<file path="src/core/nic_lbi_pkg.sv">
// Shared constants and types for the local bus interface block.
// Assumes one 20 MHz bus clock drives every flip-flop of the block.
package nic_lbi_pkg;

	// Bus clock rate and memory cycle shape
	localparam int unsigned CLK_HZ       = 20_000_000; // Bus clock rate
	localparam int unsigned DMA_STATES   = 4;          // t1..t4 per cycle
	localparam int unsigned SYNC_STAGES  = 2;          // Pin synchroniser
	// Synchroniser reset: pins at rest, so no false edge or grant follows
	localparam logic [27:0] PIN_IDLE     = 28'hf0f_ffff;

	// Register select codes of the slave port
	localparam logic [3:0] REG_CTRL      = 4'h0;  // Mode bits
	localparam logic [3:0] REG_RADDR_LO  = 4'h1;  // Remote address low
	localparam logic [3:0] REG_RADDR_HI  = 4'h2;  // Remote address high
	localparam logic [3:0] REG_RCNT_LO   = 4'h3;  // Remote count low
	localparam logic [3:0] REG_RCNT_HI   = 4'h4;  // Remote count high
	localparam logic [3:0] REG_STATUS    = 4'h5;  // Read-only state

	// Control register fields and reset value
	localparam int unsigned CTRL_WORD_BIT = 0;     // 1: word transfers
	localparam int unsigned CTRL_RDIR_BIT = 1;     // 1: remote read
	localparam logic [7:0]  CTRL_RESET    = 8'h00; // Byte mode, write

	// Bus cycle states
	typedef enum logic [2:0] {
		ST_IDLE, ST_T1, ST_T2, ST_T3, ST_TW, ST_T4
	} bus_state_t;

	// Kind of memory cycle in flight
	typedef enum logic [1:0] {
		CY_LOCAL_WR, CY_REMOTE_WR, CY_REMOTE_RD
	} cycle_kind_t;

endpackage : nic_lbi_pkg

</file>
<file path="src/core/nic_stream_if.sv">
// Valid/ready word stream between the block's own modules.
// Assumes both ends share the bus clock.
`timescale 1ns/1ps
interface nic_stream_if #(parameter int unsigned W = 32);
	logic         valid; // Word offered
	logic         ready; // Word can be taken
	logic [W-1:0] data;  // Word contents
	modport src (output valid, output data, input ready);
	modport snk (input valid, input data, output ready);
endinterface : nic_stream_if

</file>
<file path="src/core/nic_word_fifo.sv">
// Small synchronous FIFO with valid/ready on both sides.
// Assumes one clock and a synchronous active-high reset.
`timescale 1ns/1ps
module nic_word_fifo #(
	parameter int unsigned W     = 32, // Word width
	parameter int unsigned DEPTH = 8   // Number of words
) (
	// Clock and reset
	input  wire logic  clk,
	input  wire logic  srst,
	// Fill and drain sides
	nic_stream_if.snk  in_s,
	nic_stream_if.src  out_s
);
	localparam int unsigned AW = $clog2(DEPTH);
	localparam int unsigned CW = $clog2(DEPTH + 1);

	// Power of two keeps pointer wrap free
	if (DEPTH < 2 || (1 << AW) != DEPTH) begin : g_chk
		$error("DEPTH must be a power of two of at least 2");
	end

	logic [W-1:0]  mem_r [DEPTH]; // Word storage
	logic [AW-1:0] wr_ptr_r;      // Next slot to fill
	logic [AW-1:0] rd_ptr_r;      // Oldest word
	logic [CW-1:0] count_r;       // Words held
	logic [CW-1:0] count_nxt;     // Count after this edge
	logic          push;          // Word accepted
	logic          pop;           // Word taken

	assign push = in_s.valid && in_s.ready;
	assign pop  = out_s.valid && out_s.ready;

	////////////////////////////////////////////////////////////////////
	// Occupancy
	always_comb begin
		count_nxt = count_r;
		if (push && !pop) begin
			count_nxt = count_r + CW'(1);
		end else if (pop && !push) begin
			count_nxt = count_r - CW'(1);
		end
	end

	// Count and registered flags, so ready is a flop
	always_ff @(posedge clk) begin
		if (srst) begin
			count_r     <= '0;
			in_s.ready  <= 1'b1;
			out_s.valid <= 1'b0;
		end else begin
			count_r     <= count_nxt;
			in_s.ready  <= (count_nxt != CW'(DEPTH));
			out_s.valid <= (count_nxt != '0);
		end
	end

	// Pointers and storage
	always_ff @(posedge clk) begin
		if (srst) begin
			wr_ptr_r <= '0;
			rd_ptr_r <= '0;
		end else begin
			if (push) begin
				mem_r[wr_ptr_r] <= in_s.data;
				wr_ptr_r        <= wr_ptr_r + AW'(1);
			end
			if (pop) begin
				rd_ptr_r <= rd_ptr_r + AW'(1);
			end
		end
	end

	// Head word, valid only while out_s.valid is high
	assign out_s.data = mem_r[rd_ptr_r];

endmodule : nic_word_fifo

</file>
<file path="src/core/nic_local_bus_interface.sv">
// Local bus interface: slave register port, DMA memory cycles on the
// multiplexed bus and the external latch handshakes of remote DMA.
// Assumes clk is the bus clock; every pin input is asynchronous.
`timescale 1ns/1ps

module nic_local_bus_interface
	import nic_lbi_pkg::*;
#(
	parameter int unsigned FIFO_DEPTH = 8 // Local write buffer depth
) (
	// Clock and reset
	input  wire logic        clk,
	input  wire logic        srst,
	// Host slave port pins
	input  wire logic        slave_sel_n,
	input  wire logic [3:0]  register_select,
	input  wire logic        slave_write_strobe_n,
	input  wire logic        slave_read_strobe_n,
	output logic             access_ack_n,
	// Multiplexed bus and address strobe
	input  wire logic [15:0] bus_in,
	output logic [15:0]      bus_out,
	output logic             bus_oe_lo,
	output logic             bus_oe_hi,
	input  wire logic        addr_latch_strobe_in,
	output logic             addr_latch_strobe_out,
	output logic             addr_latch_strobe_oe,
	// Master strobes
	output logic             master_write_strobe_n,
	output logic             master_read_strobe_n,
	output logic             master_strobe_oe,
	input  wire logic        ready,
	// Arbitration
	output logic             bus_request_out,
	input  wire logic        bus_grant,
	// External latch handshakes
	output logic             port_read_enable_n,
	output logic             port_write_strobe_n,
	output logic             remote_port_request,
	input  wire logic        latch_read_done,
	input  wire logic        latch_write_done,
	// Local write words {addr, data} from the block's own logic
	input  wire logic        push_valid,
	output logic             push_ready,
	input  wire logic [31:0] push_data
);
	////////////////////////////////////////////////////////////////////
	// Pin synchronisers: first stage read only by the second
	localparam int unsigned NPIN = 28;
	logic [NPIN-1:0] pin_s1_r;  // First stage
	logic [NPIN-1:0] pin_s2_r;  // Safe copy
	logic            cs_n_s, swr_n_s, srd_n_s, als_s, rdy_s, grant_s;
	logic            latch_read_done_s, latch_write_done_s;
	logic [3:0]      ra_s;
	logic [15:0]     bus_s;

	always_ff @(posedge clk) begin
		if (srst) begin
			pin_s1_r <= PIN_IDLE;
			pin_s2_r <= PIN_IDLE;
		end else begin
			pin_s1_r <= {slave_sel_n, slave_write_strobe_n,
			             slave_read_strobe_n, addr_latch_strobe_in, ready,
			             bus_grant, latch_read_done, latch_write_done,
			             register_select, bus_in};
			pin_s2_r <= pin_s1_r;
		end
	end
	assign {cs_n_s, swr_n_s, srd_n_s, als_s, rdy_s, grant_s, latch_read_done_s,
	        latch_write_done_s, ra_s, bus_s} = pin_s2_r;

	////////////////////////////////////////////////////////////////////
	// Local write buffer
	nic_stream_if #(.W(32)) fill_s ();
	nic_stream_if #(.W(32)) drain_s ();
	assign fill_s.valid = push_valid;
	assign fill_s.data  = push_data;
	assign push_ready   = fill_s.ready;

	nic_word_fifo #(.W(32), .DEPTH(FIFO_DEPTH)) u_fifo (
		.clk   (clk),
		.srst  (srst),
		.in_s  (fill_s),
		.out_s (drain_s)
	);

	////////////////////////////////////////////////////////////////////
	// State and edge history
	bus_state_t  state_r, state_nxt;  // Memory cycle state
	cycle_kind_t kind_r, kind_nxt;    // Cycle in flight
	logic [15:0] addr_r;              // Cycle address
	logic [15:0] wdata_r;             // Local write data
	logic        latch_read_done_d_r, latch_write_done_d_r;  // Previous handshake levels
	logic        swr_d_r, als_d_r;    // Previous strobe levels
	logic        rw_pend_r, rr_pend_r;// Remote cycles waiting
	logic        rem_run_r;           // Remote cycle started
	logic [7:0]  ctrl_r;              // Mode bits
	logic [15:0] rem_addr_r;          // Remote address pointer
	logic [15:0] rem_cnt_r;           // Remote transfers left
	logic [3:0]  sel_r;               // Register select latch
	logic [7:0]  rd_data_r;           // Slave read data
	logic        slv_seen_r;          // Access seen last cycle
	logic        work;                // Something to do
	logic        start;               // Cycle begins
	logic        dma_active;          // Bus in master use
	logic        slv_act;             // Host access in progress
	logic        word_mode;           // Word transfers
	logic        data_phase;          // t2, t3, tw or t4 next

	assign word_mode  = ctrl_r[CTRL_WORD_BIT];
	assign work       = drain_s.valid || rw_pend_r || rr_pend_r;
	assign start      = (state_r == ST_IDLE) && grant_s && work;
	assign dma_active = (state_r != ST_IDLE) || grant_s;
	assign slv_act    = !cs_n_s && (!srd_n_s || !swr_n_s);

	////////////////////////////////////////////////////////////////////
	// Cycle sequencer: t1..t4 with waits after t3 only
	always_comb begin
		state_nxt = state_r;
		kind_nxt  = kind_r;
		unique case (state_r)
			ST_IDLE: begin
				if (start) begin
					state_nxt = ST_T1;
					// Remote handshakes win over buffered writes
					if (rw_pend_r) begin
						kind_nxt = CY_REMOTE_WR;
					end else if (rr_pend_r) begin
						kind_nxt = CY_REMOTE_RD;
					end else begin
						kind_nxt = CY_LOCAL_WR;
					end
				end
			end
			ST_T1:   state_nxt = ST_T2;
			ST_T2:   state_nxt = ST_T3;
			ST_T3:   state_nxt = rdy_s ? ST_TW : ST_T4;
			ST_TW:   state_nxt = rdy_s ? ST_TW : ST_T4;
			ST_T4:   state_nxt = ST_IDLE;
		endcase
	end
	assign drain_s.ready = start && !rw_pend_r && !rr_pend_r;
	assign data_phase = (state_nxt != ST_IDLE) && (state_nxt != ST_T1);

	always_ff @(posedge clk) begin
		if (srst) begin
			state_r <= ST_IDLE;
			kind_r  <= CY_LOCAL_WR;
			addr_r  <= '0;
			wdata_r <= '0;
		end else begin
			state_r <= state_nxt;
			kind_r  <= kind_nxt;
			if (start) begin
				addr_r  <= drain_s.ready ? drain_s.data[31:16] : rem_addr_r;
				wdata_r <= drain_s.data[15:0];
			end
		end
	end

	////////////////////////////////////////////////////////////////////
	// Latch handshakes: set wins over clear
	always_ff @(posedge clk) begin
		if (srst) begin
			latch_read_done_d_r  <= 1'b0;
			latch_write_done_d_r  <= 1'b0;
			rw_pend_r <= 1'b0;
			rr_pend_r <= 1'b0;
			rem_run_r <= 1'b0;
		end else begin
			latch_read_done_d_r <= latch_read_done_s;
			latch_write_done_d_r <= latch_write_done_s;
			if (latch_write_done_s && !latch_write_done_d_r) begin
				rw_pend_r <= 1'b1;
			end else if (start && kind_nxt == CY_REMOTE_WR) begin
				rw_pend_r <= 1'b0;
			end
			if (latch_read_done_s && !latch_read_done_d_r) begin
				rr_pend_r <= 1'b1;
			end else if (start && kind_nxt == CY_REMOTE_RD) begin
				rr_pend_r <= 1'b0;
			end
			// Hold off a new port request until this transfer ends
			if ((latch_write_done_s && !latch_write_done_d_r) || (latch_read_done_s && !latch_read_done_d_r)) begin
				rem_run_r <= 1'b1;
			end else if (state_r == ST_T4 && kind_r != CY_LOCAL_WR) begin
				rem_run_r <= 1'b0;
			end
		end
	end

	////////////////////////////////////////////////////////////////////
	// Slave port: select latch, acknowledge, registers
	always_ff @(posedge clk) begin
		if (srst) begin
			sel_r   <= '0;
			als_d_r <= 1'b0;
		end else begin
			als_d_r <= als_s;
			// Strobe high flows through; the value freezes one cycle after its fall
			if (!cs_n_s && !dma_active && als_s) begin
				sel_r <= ra_s;
			end else if (!cs_n_s && !dma_active && als_d_r) begin
				sel_r <= ra_s;
			end
		end
	end

	// Acknowledge goes low two cycles after the access is synchronised
	always_ff @(posedge clk) begin
		if (srst) begin
			slv_seen_r   <= 1'b0;
			access_ack_n <= 1'b1;
		end else begin
			slv_seen_r   <= slv_act;
			access_ack_n <= !(slv_act && slv_seen_r);
		end
	end

	// Writes on the rising slave write strobe; counters step per remote cycle
	always_ff @(posedge clk) begin
		if (srst) begin
			swr_d_r    <= 1'b1;
			ctrl_r     <= CTRL_RESET;
			rem_addr_r <= '0;
			rem_cnt_r  <= '0;
		end else begin
			swr_d_r <= swr_n_s;
			if (!cs_n_s && swr_n_s && !swr_d_r) begin
				unique case (sel_r)
					REG_CTRL:     ctrl_r           <= bus_s[7:0];
					REG_RADDR_LO: rem_addr_r[7:0]  <= bus_s[7:0];
					REG_RADDR_HI: rem_addr_r[15:8] <= bus_s[7:0];
					REG_RCNT_LO:  rem_cnt_r[7:0]   <= bus_s[7:0];
					REG_RCNT_HI:  rem_cnt_r[15:8]  <= bus_s[7:0];
					default:      ;
				endcase
			end else if (state_r == ST_T4 && kind_r != CY_LOCAL_WR) begin
				rem_addr_r <= rem_addr_r + (word_mode ? 16'h0002 : 16'h0001);
				rem_cnt_r  <= rem_cnt_r - 16'h0001;
			end
		end
	end

	// Read data mux
	always_ff @(posedge clk) begin
		if (srst) begin
			rd_data_r <= '0;
		end else begin
			unique case (sel_r)
				REG_CTRL:     rd_data_r <= ctrl_r;
				REG_RADDR_LO: rd_data_r <= rem_addr_r[7:0];
				REG_RADDR_HI: rd_data_r <= rem_addr_r[15:8];
				REG_RCNT_LO:  rd_data_r <= rem_cnt_r[7:0];
				REG_RCNT_HI:  rd_data_r <= rem_cnt_r[15:8];
				REG_STATUS:   rd_data_r <= {3'b000, rem_run_r, rw_pend_r,
				                            rr_pend_r, drain_s.valid,
				                            state_r == ST_IDLE};
				default:      rd_data_r <= 8'h00;
			endcase
		end
	end

	////////////////////////////////////////////////////////////////////
	// Pin drivers, registered from the next state
	always_ff @(posedge clk) begin
		if (srst) begin
			bus_out   <= '0;
			bus_oe_lo <= 1'b0;
			bus_oe_hi <= 1'b0;
		end else if (state_nxt == ST_T1) begin
			bus_out   <= start ? (drain_s.ready ? drain_s.data[31:16]
			                                    : rem_addr_r) : addr_r;
			bus_oe_lo <= 1'b1;
			bus_oe_hi <= 1'b1;
		end else if (data_phase) begin
			// Byte mode keeps the high address byte on the upper lines
			bus_out   <= word_mode ? wdata_r : {addr_r[15:8], wdata_r[7:0]};
			bus_oe_lo <= (kind_r == CY_LOCAL_WR);
			bus_oe_hi <= !word_mode || (kind_r == CY_LOCAL_WR);
		end else begin
			bus_out   <= {8'h00, rd_data_r};
			bus_oe_lo <= !cs_n_s && !srd_n_s && !grant_s;
			bus_oe_hi <= 1'b0;
		end
	end

	// Strobes: low through t2, t3 and waits, rise entering t4; port read enable low through t4
	always_ff @(posedge clk) begin
		if (srst) begin
			master_write_strobe_n <= 1'b1;
			master_read_strobe_n  <= 1'b1;
			master_strobe_oe      <= 1'b0;
			addr_latch_strobe_out <= 1'b0;
			addr_latch_strobe_oe  <= 1'b0;
			port_read_enable_n    <= 1'b1;
			port_write_strobe_n   <= 1'b1;
		end else begin
			master_strobe_oe      <= grant_s || state_nxt != ST_IDLE;
			addr_latch_strobe_oe  <= grant_s || state_nxt != ST_IDLE;
			addr_latch_strobe_out <= (state_nxt == ST_T1);
			master_write_strobe_n <= !(data_phase && state_nxt != ST_T4 &&
			                           kind_nxt != CY_REMOTE_RD);
			master_read_strobe_n  <= !(data_phase && state_nxt != ST_T4 &&
			                           kind_nxt == CY_REMOTE_RD);
			port_write_strobe_n   <= !(data_phase && state_nxt != ST_T4 &&
			                           kind_nxt == CY_REMOTE_RD);
			port_read_enable_n    <= !(data_phase &&
			                           kind_nxt == CY_REMOTE_WR);
		end
	end

	// Arbitration and remote request
	always_ff @(posedge clk) begin
		if (srst) begin
			bus_request_out     <= 1'b0;
			remote_port_request <= 1'b0;
		end else begin
			bus_request_out     <= work || state_nxt != ST_IDLE;
			remote_port_request <= (rem_cnt_r != 16'h0000) &&
			                       !rem_run_r && !rw_pend_r && !rr_pend_r &&
			                       !(latch_write_done_s && !latch_write_done_d_r) &&
			                       !(latch_read_done_s && !latch_read_done_d_r);
		end
	end
endmodule : nic_local_bus_interface

</file>
<file path="config.mk">
export PLATFORM = sky130hd
export DESIGN_NAME = nic_local_bus_interface
export DESIGN_NICKNAME = d
export VERILOG_FILES = /design/src/core/nic_lbi_pkg.sv /design/src/core/nic_stream_if.sv /design/src/core/nic_word_fifo.sv /design/src/core/nic_local_bus_interface.sv
export SDC_FILE = /design/constraint.sdc
export NUM_CORES = 1
export LEC_CHECK = 0
export BUFFER_PORTS_ARGS = -buffer_cell sky130_fd_sc_hd__buf_2
export CORE_UTILIZATION = 45
export CTS_CLUSTER_DIAMETER = 200
export DETAILED_ROUTE_END_ITERATION = 10
export SLEW_MARGIN = 20
export SYNTH_ARGS = -nofsm -noshare
export SYNTH_HDL_FRONTEND = slang
export SYNTH_HIERARCHICAL = 1
export SYNTH_SLANG_ARGS = --single-unit
</file>
<file path="constraint.sdc">
create_clock -name clk -period 4.4 [get_ports clk]
set_clock_uncertainty 0.2 [all_clocks]
set_input_delay 0.22 -clock clk [delete_from_list [all_inputs] [get_ports clk]]
set_output_delay 0.22 -clock clk [all_outputs]
set_load 0.02 [all_outputs]
</file>
**Yosys cells after proc, flatten, opt, wreduce, memory -nomap -nowiden**

Memory sizes are Yosys's and may differ from the RTL's. A register that Yosys moved wholly into a read port is not among the register bits.
Index checks and enable logic that the tools add are counted.

- Add/subtract/negate cells: 6
- Muxes and demuxes: 41
- Equal/unequal tests: 21
- Reduce and logical (&&, ||, !) cells: 79

Operators by type and width:

| operator | number |
|---|---|
| 2-to-1 mux 16 bit | 9 |
| one-hot mux 8 bit (6 select lines) | 1 |
| logical AND 1 bit | 32 |
| 2-to-1 mux 8 bit | 4 |
| logical NOT 1 bit | 20 |
| adder 16 x 2 -> 16 bit | 1 |
| 2-to-1 mux 4 bit | 4 |
| nonzero test 16 bit | 1 |
| subtractor 16 x 1 -> 16 bit, second input constant | 1 |
| one-hot mux 3 bit (5 select lines) | 1 |
| 2-to-1 mux 1 bit | 14 |
| nonzero test 2 bit | 6 |
| 2-to-1 mux 2 bit | 5 |
| AND reduction 2 bit | 5 |
| 2-to-1 mux 3 bit | 3 |
| equality test 4 x 2 -> 1 bit, second input constant | 2 |
| equality test 4 x 3 -> 1 bit, second input constant | 2 |
| logical OR 1 bit | 8 |
| inequality test 2 x 1 -> 1 bit, second input constant | 4 |
| adder 3 x 1 -> 3 bit, second input constant | 2 |
| equality test 3 x 1 -> 1 bit, second input constant | 2 |
| equality test 3 x 2 -> 1 bit, second input constant | 2 |
| equality test 3 bit, second input constant | 2 |
| nonzero test 3 bit | 2 |
| other kinds (14) | 14 |

- Input port bits: 63
- Bits in registers: 191
- Output and inout port bits: 29
- RAM bits: 256
- Memories kept: 1

Memories:

| name | words | width | rd ports | clocked after Yosys merged registers in | wr ports | line | RTL |
|---|---|---|---|---|---|---|---|
| u_fifo.mem_r | 8 | 32 | 1 | 1 | 1 | nic_word_fifo.sv:23 | `logic [W-1:0] mem_r [DEPTH];` |

**Depth between registers and ports, before layout**

Gate-level depths: netlist (run 1).

- Depth in word-level cells: 10
- Gate-level depth with buffers: 9
- Gate-level depth less buffers: 8

**Hierarchy**

The synthesis (run 1) kept the hierarchy.

By module, submodules not included:

| module | seq. area each (um2) | instances | area an instance (um2) | cells an instance |
|---|---|---|---|---|
| nic_word_fifo | 7987.7 | 1 | 10468.8 | 456 |
| nic_local_bus_interface | 3123.0 | 1 | 6635.1 | 749 |

**Worst setup path before layout (run 1)**

OpenSTA, ideal clock, no wires.

- Path type: reg2reg
- From: reg u_fifo.in_s.ready
- To: mem u_fifo.mem_r[0][0] (enable)
- Slack: -265 ps
- Buffers on the path: 0
- Stages on the path, launching flop included: 4
- Library setup time: 501 ps
- Period minus slack after synthesis: 4665 ps
- Arrival: 3963 ps
- Path through: dfxtp_1 and2_0 nand2b_1 nor4_1

- Cells in the longest elaborated chain, start to end: 4

RTL lines:

| element | line | RTL |
|---|---|---|
| start: declaration | nic_stream_if.sv:9 | `modport snk (input valid, input data, output ready);` |
| start signal: assignment | nic_word_fifo.sv:53 | `in_s.ready <= (count_nxt != CW'(DEPTH));` |
| logical AND 1 bit | nic_word_fifo.sv:31 | `assign push = in_s.valid && in_s.ready;` |
| 2-to-1 mux 1 bit | nic_word_fifo.sv:64 | `if (push) begin` |
| 2-to-1 mux 1 bit | nic_word_fifo.sv:60 | `if (srst) begin` |
| 2-to-1 mux 1 bit (implied by the code) | nic_word_fifo.sv:65 | `mem_r[wr_ptr_r] <= in_s.data;` |
| end: declaration | nic_word_fifo.sv:23 |  |

Every way passes these cells.

**Worst setup path in the final report (run 1)**

- From: reg state_r[1]
- To: reg bus_out[6]

- Cells in the longest elaborated chain, start to end: 9
- Elaborated cells between the ends (all ways): 21
- Classes of those cells: eq/ne (7); mux (6); reduce/logical (8)

RTL lines:

| element | line | RTL |
|---|---|---|
| start: declaration | nic_local_bus_interface.sv:89 | `bus_state_t state_r, state_nxt;` |
| start signal: assignment | nic_local_bus_interface.sv:152 | `state_r <= state_nxt;` |
| logical NOT 3 bit | nic_local_bus_interface.sv:112, nic_local_bus_interface.sv:121 |  |
| logical AND 1 bit (2 in a row) | nic_local_bus_interface.sv:112 | `assign start = (state_r == ST_IDLE) && grant_s && work;` |
| 2-to-1 mux 3 bit | nic_local_bus_interface.sv:123 | `if (start) begin` |
| one-hot mux 3 bit (5 select lines) | nic_local_bus_interface.sv:121 | `unique case (state_r)` |
| inequality test 3 x 1 -> 1 bit / nonzero test 3 bit (equally long branches) | nic_local_bus_interface.sv:143 | `assign data_phase = (state_nxt != ST_IDLE) && (state_nxt != ST_T1);` |
| logical AND 1 bit | nic_local_bus_interface.sv:143 |  |
| 2-to-1 mux 16 bit | nic_local_bus_interface.sv:276 | `end else if (data_phase) begin` |
| 2-to-1 mux 16 bit * | nic_local_bus_interface.sv:271 | `end else if (state_nxt == ST_T1) begin` |
| end signal: assignment | nic_local_bus_interface.sv:272 | `bus_out <= start ? (drain_s.ready ? drain_s.data[31:16]` |
| end signal: assignment | nic_local_bus_interface.sv:278 | `bus_out <= word_mode ? wdata_r : {addr_r[15:8], wdata_r[7:0]};` |
| end signal: assignment | nic_local_bus_interface.sv:282 | `bus_out <= {8'h00, rd_data_r};` |
| end: declaration | nic_local_bus_interface.sv:22 | `output logic [15:0] bus_out,` |

Every way passes the cells marked *; elsewhere a longest branch is shown, timed or not.
A chain may end at the register's enable or synchronous reset.

==> impl_metrics.yaml, run 1 <==
outcome:
  status: "finished, final reports clean"
clocking:
  cts_buffer_depth: 3
  cts_tree: "done"
  cts_resized: 0
  numCtsBuffers: 44
  clkTransAtPathRegs_ns: 0.06
  postCtsSetupBuffers: 0
  clkLatencyLatePin_ns: 0.57
  cts_sinks: 427
  root_buffer: "clkbuf_16"
  cts_max_level: 2
floorplanning:
  initial_core_util_pct: 45.5
  core_area_um2: 37600
  die_y_um: 197
  die_w_um: 197
  ios: 92
  die_area_um2: 38800
  rows: 71
synthesis:
  synth_area_leader_cell: "edfxtp_1"
  synth-edff-count: 256
  netlist.area_leader.share_pct: 44.9
  yosysMostFrequentCell: "edfxtp_1"
  synthDistinctLibCells: 79
  synth-seq-cells: 427
  synth-seq-area-share_pct: 65.0
  synth_fp_nets: 1277
  avgSynthCellArea_um2: 14.2
  synth.area.top_cells: "edfxtp_1 (45%), dfxtp_1 (20%), mux4_1 (6.1%), mux4_2 (3.3%), mux2_2 (2.7%)"
  synth_common_cells: "edfxtp_1 (256), dfxtp_1 (171), nand2_1 (114)"
  netlist_area_um2: 17100
  synth_ff_type: "edfxtp_1"
  async_flop_share_pct: 0
  synthCells: 1205
  ys_warn_count: 6
sta:
  min_period_ns: 3.14
  timing.fmax_mhz: 319
  rsz0062_at_grt: "no"
  relSlewSlack_pct: 33.3
  hold_violations: 0
  finalSetupViolCount: 0
  finalMaxSlewViolations: 0
  setup_tns_ns: 0
  worst_slack_ns: 1.26
  timing.final.crit_share_pct: 71.3
  worst_pin_slew_ns: 1.00
cells_and_area:
  nets: 1416
  drive_above_1_share_pct: 22.0
  antennaDiodeCount: 0
  area_growth_pct: 16.8
  final_area_um2: 20000
grt:
  gr-total-overflow: 0
  grt_pass1_vias: 10204
  grt_max_degree: 74
  antenna_found_initial: 0
  grt_pass1_wl_um: 60300
  track_usage_pct: 20.6
worst_setup_path:
  path_buf_inv: 0
  max_stage_delay_ns: 0.84
  critPathTopFamily: "simple AND/OR/NAND/NOR gates"
  path_class: "flop to flop"
  cp-start-kind: "flop"
  path_max_fanout: 26
  crit_chain: "or4b_1, nor2_4, o22ai_4, a221oi_1, nor2_1"
  arrival_ns: 3.34
  end_kind: "flop"
  crit_slowest_cell: "or4b_1"
  worstPathRequired_ns: 4.60
placed_design:
  io_buffers: 83
  pre_cts_ws_ns: 1.31
  hpwl_um: 25100
  dpl_cell_area_um2: 18100
  place.gp.congestion: 0.949
power:
  p_per_area_nw_per_um2: 413
  ir_drop_mv: 0.292
  leakage_nw: 6.74
route:
  ant_nets: 0
  viasPerCell: 5.56
  drt_wl_total_um: 39200
  wl_per_cell_um: 20.7
  drc: 0
  drt_pass1_iterations: 5
  initialDrtViolationCount: 821
  dr_total_vias: 10506
run:
  cap_violations: 0
min_path:
  hp-class: "flop to flop"
[kinds of logic after synthesis]
kind of cell | count (synthesis) | synth area share (%)
simple gates | 369 | 11.0
compound gates | 187 | 7.39
flops | 427 | 65.0
buf+inv | 80 | 2.34
mux | 125 | 13.2
xor+xnor | 8 | 0.410
fa+ha+maj | 9 | 0.702
[through the flow]
| step | power (mW) | utilization [%] | hold WS [ns] | cells |
|---|---|---|---|---|
| final | 8.25 | 53.1 | 0.165 | 1889 |
| after floorplan | 4.68 | - | 0.119 | 1205 |
| after CTS | 8.34 | 53.1 | 0.144 | 1889 |
| after global routing | 8.54 | 53.1 | 0.162 | 1889 |
| after detailed placement | 4.84 | 48.1 | 0.153 | 1751 |
| after global placement | 4.83 | 48.1 | 0.148 | 1751 |
[worst reg2reg max path, delay by kind of cell (launching register included)]
kind | cells | cell delay [ns]
compound gates | 2 | 0.75
flops | 1 | 0.48
simple gates | 3 | 1.54
[routing by layer]
layer | wire length (um) | vias to the layer above | track usage, %
met5 | 0 | - | 0
met4 | 862 | 0 | 6.03
met3 | 2190 | 67 | 3.68
met2 | 18600 | 291 | 33.0
met1 | 17500 | 5255 | 28.9
li1 | - | 4893 | -
[worst paths after layout]
path / start / to / slack (ns) / cells after the start
setup / recovery: state_r[1] / bus_out[6] / 1.26 / 5
hold / removal: slv_seen_r / access_ack_n / 0.17 / 1
setup reg to reg: state_r[1] / bus_out[6] / 1.26 / 5
hold reg to reg: slv_seen_r / access_ack_n / 0.17 / 1
[registers in the layout (all words and copies together), names as in the netlist, 8 cells and up, named ones only]
name	cells
pin_s2_r	20
rd_data_r	8
rem_addr_r	16
bus_out	16
wdata_r	16
ctrl_r	8
u_fifo/mem_r	256
pin_s1_r	20
rem_cnt_r	16
addr_r	9
[power by group]
group	internal [mW]	switching (mW)	total [mW]
registers	4.31	0.0646	4.38
clock network	1.95	1.51	3.46
logic	0.180	0.234	0.414
[area by class of cell]
class,count,area (um2)
Clock buffer,60,1180
Multi-Input combinational cell,698,5680
Clock inverter,20,141
Fill cell,3148,17600
Inverter,10,37.5
Tap cell,511,639
Timing Repair Buffer,163,1180
Sequential cell,427,11100
[cell usage in the layout (no fill, tap or decap), types with 19 or more instances in the layout]
cell,netlist,final
edfxtp_1,256,256
dfxtp_1,171,169
nand2_1,114,114
nor2_1,91,85
buf_2,13,82
a21oi_1,73,73
dlygate4sd3_1,0,58
clkbuf_16,0,44
mux2_2,41,41
mux4_1,40,40
or2_2,37,37
nand3_1,30,30
mux4_2,25,25
buf_4,4,22
mux2i_1,19,19
[repair_timing]
action,CTS,global route
endpoints found under the hold margin,286,0
hold buffers,58,0
endpoints found under the setup margin,0,0
(Power assumes the default switching activity.)
==> run 2: changes to the inputs <==
==> constraint.sdc (replaced) <==
create_clock -name clk -period 2.65 [get_ports clk]
set_clock_uncertainty 0.2 [all_clocks]
set_input_delay 0.1325 -clock clk [delete_from_list [all_inputs] [get_ports clk]]
set_output_delay 0.1325 -clock clk [all_outputs]
set_load 0.02 [all_outputs]
==> run 2 against run 1 <==
Power grew 68%; clock power grew 69%; die area is the same; routed wire length grew 1.6%; utilization grew 0.81 points; hold slack lost 0.096 ns; fmax grew 27%; sequential power grew 65%.
==> impl_metrics.yaml, run 2 (synthesis gave the netlist of run 1 again) <==
worst_setup_path:
  path_max_fanout: 24
  end_kind: "flop"
  cp-endpoint: "bus_out[1]"
  path_class: "flop to flop"
  cp-start-kind: "flop"
  arrival_ns: 2.72
  r2r-end: "bus_out[1]"
  worstPathRequired_ns: 2.90
  max_stage_delay_ns: 0.64
  crit_slowest_cell: "dfxtp_4"
  reg2reg_depth: 6
  regToRegSetupSlack_ns: 0.17
  crit_chain: "mux4_1, mux2_2, nand3_1, a21oi_1, a221oi_1, nor2_1"
route:
  drt_wl_total_um: 39800
  initialDrtViolationCount: 811
  ant_nets: 0
  dr_total_vias: 10572
  wl_per_cell_um: 20.8
  drt_pass1_iterations: 5
  drc: 0
  viasPerCell: 5.53
cells_and_area:
  final_area_um2: 20300
  top_regs: "u_fifo/mem_r: 256 flops, pin_s1_r: 20 flops, pin_s2_r: 20 flops"
  final_cell_mix: "edfxtp_1 (256), dfxtp_1 (169), nand2_1 (114)"
  fin_util_pct: 54.0
  largest_reg_flops: 256
  drive_above_1_share_pct: 23.0
  layout_commonest_cell: "edfxtp_1"
  multiInputGateArea_um2: 5680
  regArea_um2: 11100
  nets: 1436
  fillers: 3079
  top_register: "u_fifo/mem_r"
  area_growth_pct: 18.5
sta:
  rsz0062_at_grt: "no"
  worst_pin_slew_ns: 0.725
  timing.final.crit_share_pct: 93.4
  finalSetupViolCount: 0
  hold_violations: 0
  timing.fmax_mhz: 404
  fin_hold_ws_ns: 0.0689
  setup_tns_ns: 0
  relSlewSlack_pct: 51.7
  min_period_ns: 2.48
  worst_slack_ns: 0.174
  finalMaxSlewViolations: 0
power:
  p_sw_share_pct: 22.3
  p_per_area_nw_per_um2: 683
  sequentialPowerShare_pct: 52.3
  internal_power_mw: 10.8
  p_clk_share_pct: 42.3
  power_frac_comb_pct: 5.3
  leakage_nw: 6.89
  ir_drop_mv: 0.532
  power.switching_mw: 3.08
clocking:
  root_buffer: "clkbuf_16"
  cts_sinks: 427
  cts_max_level: 2
  cts_tree: "done"
  numCtsBuffers: 45
  cts_hold_buffers: 55
  cts_buffer_depth: 3
  clkTransAtPathRegs_ns: 0.06
  clkLatencyLatePin_ns: 0.58
  postCtsSetupBuffers: 0
  cts_resized: 0
floorplanning:
  initial_core_util_pct: 45.5
  die_y_um: 197
  rows: 71
  ios: 92
  die_area_um2: 38800
  core_area_um2: 37600
  die_w_um: 197
placed_design:
  io_buffers: 83
  place.gp.congestion: 0.928
  dpl_cell_area_um2: 18400
  hpwl_um: 24800
  pre_cts_ws_ns: 0.193
grt:
  use_met1_pct: 29.0
  track_usage_pct: 20.9
  antenna_found_initial: 1
  use_met3_pct: 4.55
  grt_pass1_wl_um: 61200
  grtUsageMet2_pct: 33.1
  gr-total-overflow: 0
  grt_max_degree: 51
  top_usage_layer: "met2"
  grt_pass1_vias: 10426
run:
  cap_violations: 0
min_path:
  hp-class: "input port to flop"
outcome:
  status: "finished, final reports clean"
==> run 2: worst min path at each step <==
| stage | end | slack [ns] | depth (start not counted) | start |
|---|---|---|---|---|
| global placement | pin_s1_r[27] | 0.11 | 2 | slave_sel_n |
| detailed placement | pin_s1_r[27] | 0.12 | 2 | slave_sel_n |
| floorplan | u_fifo/mem_r[0][0] | 0.03 | 0 | push_data[0] |
| finish | pin_s1_r[19] | 0.07 | 3 | register_select[3] |
| CTS | pin_s1_r[6] | 0.03 | 3 | bus_in[6] |
| global route | pin_s1_r[16] | 0.06 | 3 | register_select[0] |
==> run 2: power by group through the flow <==
stage	Clock, mW	Combinational [mW]	Sequential [mW]
after floorplan	0	0.412	7.37
after global placement	0	0.665	7.38
after detailed placement	0	0.675	7.38
after CTS	6.00	0.745	7.24
after global routing	6.25	0.808	7.25
final	5.86	0.740	7.24
==> run 2: critical path: cells and delay by family (launching register included) <==
family,cells,cell delay [ns]
compound gates,2,0.40
flops,1,0.64
mux,2,0.90
simple gates,2,0.16
==> run 2: cell type report <==
type                            count  area share [%]
Timing Repair Buffer              182            7.08
Antenna cell                        1          0.0123
Clock inverter                     27           0.956
Sequential cell                   427            54.8
Clock buffer                       55            5.79
Multi-Input combinational cell    698            28.0
Tap cell                          511            3.15
Inverter                           10           0.185
==> run 2: metal layers <==
layer,routed length (um),vias to the layer above
met5,0,-
met4,866,0
met3,2270,59
met2,18800,300
met1,17900,5292
li1,-,4921
==> run 2: stage by stage <==
step           instances  total power [mW]
3_5_place_dp        1773              8.06
5_1_grt             1911              14.3
4_1_cts             1910              14.0
3_3_place_gp        1773              8.04
6_report            1911              13.8
2_1_floorplan       1205              7.78
==> run 3: changes to the inputs <==
--- a/config.mk
+++ b/config.mk
@@ -9,6 +9,8 @@
 export CORE_UTILIZATION = 45
 export CTS_CLUSTER_DIAMETER = 200
 export DETAILED_ROUTE_END_ITERATION = 10
+export MAX_ROUTING_LAYER = met4
+export PLACE_DENSITY = 0.75
 export SLEW_MARGIN = 20
 export SYNTH_ARGS = -nofsm -noshare
 export SYNTH_HDL_FRONTEND = slang
==> run 3 against run 2 <==
Cell count up 0.37%; critical path depth up 1; sequential power about the same; sequential share of layout area down 0.35 points; global-route usage up 0.66 points; die area unchanged; register-to-register slack about the same; design area up 0.65%; utilization up 0.35 points.
==> impl_metrics.yaml, run 3 (synthesis gave the netlist of run 1 again) <==
outcome:
  status: "finished, final reports clean"
route:
  viasPerCell: 5.63
  drc: 0
  wl_per_cell_um: 20.9
  dr_total_vias: 10789
  drt_pass1_iterations: 5
  drt_wl_total_um: 40000
  ant_nets: 0
  initialDrtViolationCount: 707
floorplanning:
  die_area_um2: 38800
  initial_core_util_pct: 45.5
  ios: 92
  die_y_um: 197
  rows: 71
  die_w_um: 197
  core_area_um2: 37600
sta:
  finalMaxSlewViolations: 0
  timing.fmax_mhz: 404
  rsz0062_at_grt: "no"
  finalSetupViolCount: 0
  hold_violations: 0
  worst_pin_slew_ns: 0.740
  timing.final.crit_share_pct: 93.5
  relSlewSlack_pct: 50.7
  min_period_ns: 2.48
  fin_hold_ws_ns: 0.0696
grt:
  antenna_found_initial: 2
  track_usage_pct: 21.6
  gr-total-overflow: 0
  grt_pass1_vias: 10590
  grt_pass1_wl_um: 61400
  grt_max_degree: 52
cells_and_area:
  top_register: "u_fifo/mem_r"
  top_regs: "u_fifo/mem_r: 256 flops, pin_s1_r: 20 flops, pin_s2_r: 20 flops"
  drive_above_1_share_pct: 23.3
  fillers: 2966
  final_cell_mix: "edfxtp_1 (256), dfxtp_1 (169), nand2_1 (114)"
  largest_reg_flops: 256
  nets: 1443
  fin_util_pct: 54.3
  area_growth_pct: 19.3
  layout_commonest_cell: "edfxtp_1"
clocking:
  cts_max_level: 2
  cts_buffer_depth: 3
  numCtsBuffers: 44
  cts_resized: 0
  root_buffer: "clkbuf_16"
  cts_hold_buffers: 58
  clkTransAtPathRegs_ns: 0.06
  cts_sinks: 427
  postCtsSetupBuffers: 0
  clkLatencyLatePin_ns: 0.58
  cts_tree: "done"
worst_setup_path:
  path_max_fanout: 6
  crit_chain: "or4b_1, nor2_1, nand2_1, mux2i_1, xor2_1, o21a_1, a21oi_1"
  cp-start-kind: "flop"
  reg2reg_depth: 7
  arrival_ns: 2.73
  max_stage_delay_ns: 0.54
  crit_slowest_cell: "or4b_1"
  end_kind: "flop"
  path_class: "flop to flop"
  worstPathRequired_ns: 2.90
power:
  p_clk_share_pct: 43.3
  p_sw_share_pct: 21.7
  internal_power_mw: 11.0
  p_per_area_nw_per_um2: 691
  leakage_nw: 6.95
  sequentialPowerShare_pct: 51.3
  power_frac_comb_pct: 5.4
  ir_drop_mv: 0.536
  power.switching_mw: 3.07
placed_design:
  hpwl_um: 25100
  io_buffers: 83
  place.gp.congestion: 0.994
min_path:
  hp-class: "input port to flop"
  hold_depth: 3
run:
  cap_violations: 0
[run 3: cell types whose count changed in the layout (fill, tap and decap cells not counted), sizes merged]
cell / previous run / this run
buf: 127 / 132
clkbuf: 55 / 61
dlygate4sd3: 55 / 58
clkinv: 22 / 12
bufinv: 1 / 4
[run 3: routing by layer]
| layer | up-vias | GRT usage [%] | part of all wire (%) |
|---|---|---|---|
| li1 | 4945 | - | - |
| met1 | 5377 | 28.0 | 43 |
| met2 | 394 | 34.0 | 48 |
| met3 | 73 | 3.73 | 6.1 |
| met4 | 0 | 8.33 | 2.9 |
| met5 | - | - | 0 |
[run 3: critical path, delay by kind of cell, from the launching register on]
| kind | cells | cell delay, ns |
|---|---|---|
| mux | 1 | 0.26 |
| flops | 1 | 0.31 |
| xor+xnor | 1 | 0.22 |
| compound gates | 2 | 0.25 |
| simple gates | 3 | 1.10 |
[run 3: metrics by stage]
stage          setup slack [ns]  area [um2]  setup TNS (ns)  power [mW]  instances
3_5_place_dp              0.184       18400               0        8.06       1778
6_report                  0.173       20400               0        14.1       1918
3_3_place_gp              0.217       18400               0        8.04       1778
5_1_grt                  0.0537       20400               0        14.6       1918
2_1_floorplan            -0.276       17100          -52.30        7.78       1205
4_1_cts                   0.158       20400               0        14.2       1917
[run 3: layout make-up]
class / instances / area (um2) / share of cell area [%]
sequential: 427 / 11100 / 54.5
multi-input combinational: 698 / 5680 / 27.8
tap: 511 / 639 / 3.13
inverter: 10 / 37.5 / 0.184
clock buffer: 61 / 1190 / 5.82
clock inverter: 20 / 243 / 1.19
timing repair buffer: 190 / 1500 / 7.37
antenna: 1 / 2.50 / 0.0123
[run 3: final timing paths]
path | start | endpoint | slack, ns
worst min register to register | slv_seen_r | access_ack_n | 0.17
worst min-delay path | addr_latch_strobe_in | pin_s1_r[24] | 0.07
worst max-delay path | state_r[1] | u_fifo/out_s.valid | 0.17
worst max register to register | state_r[1] | u_fifo/out_s.valid | 0.17
[run 3: power groups by stage]
stage	registers [mW]	clock network, mW	logic [mW]
finish	7.24	6.11	0.756
global route	7.25	6.51	0.820
CTS	7.24	6.22	0.755
detailed placement	7.38	0	0.683
global placement	7.37	0	0.662
floorplan	7.37	0	0.412
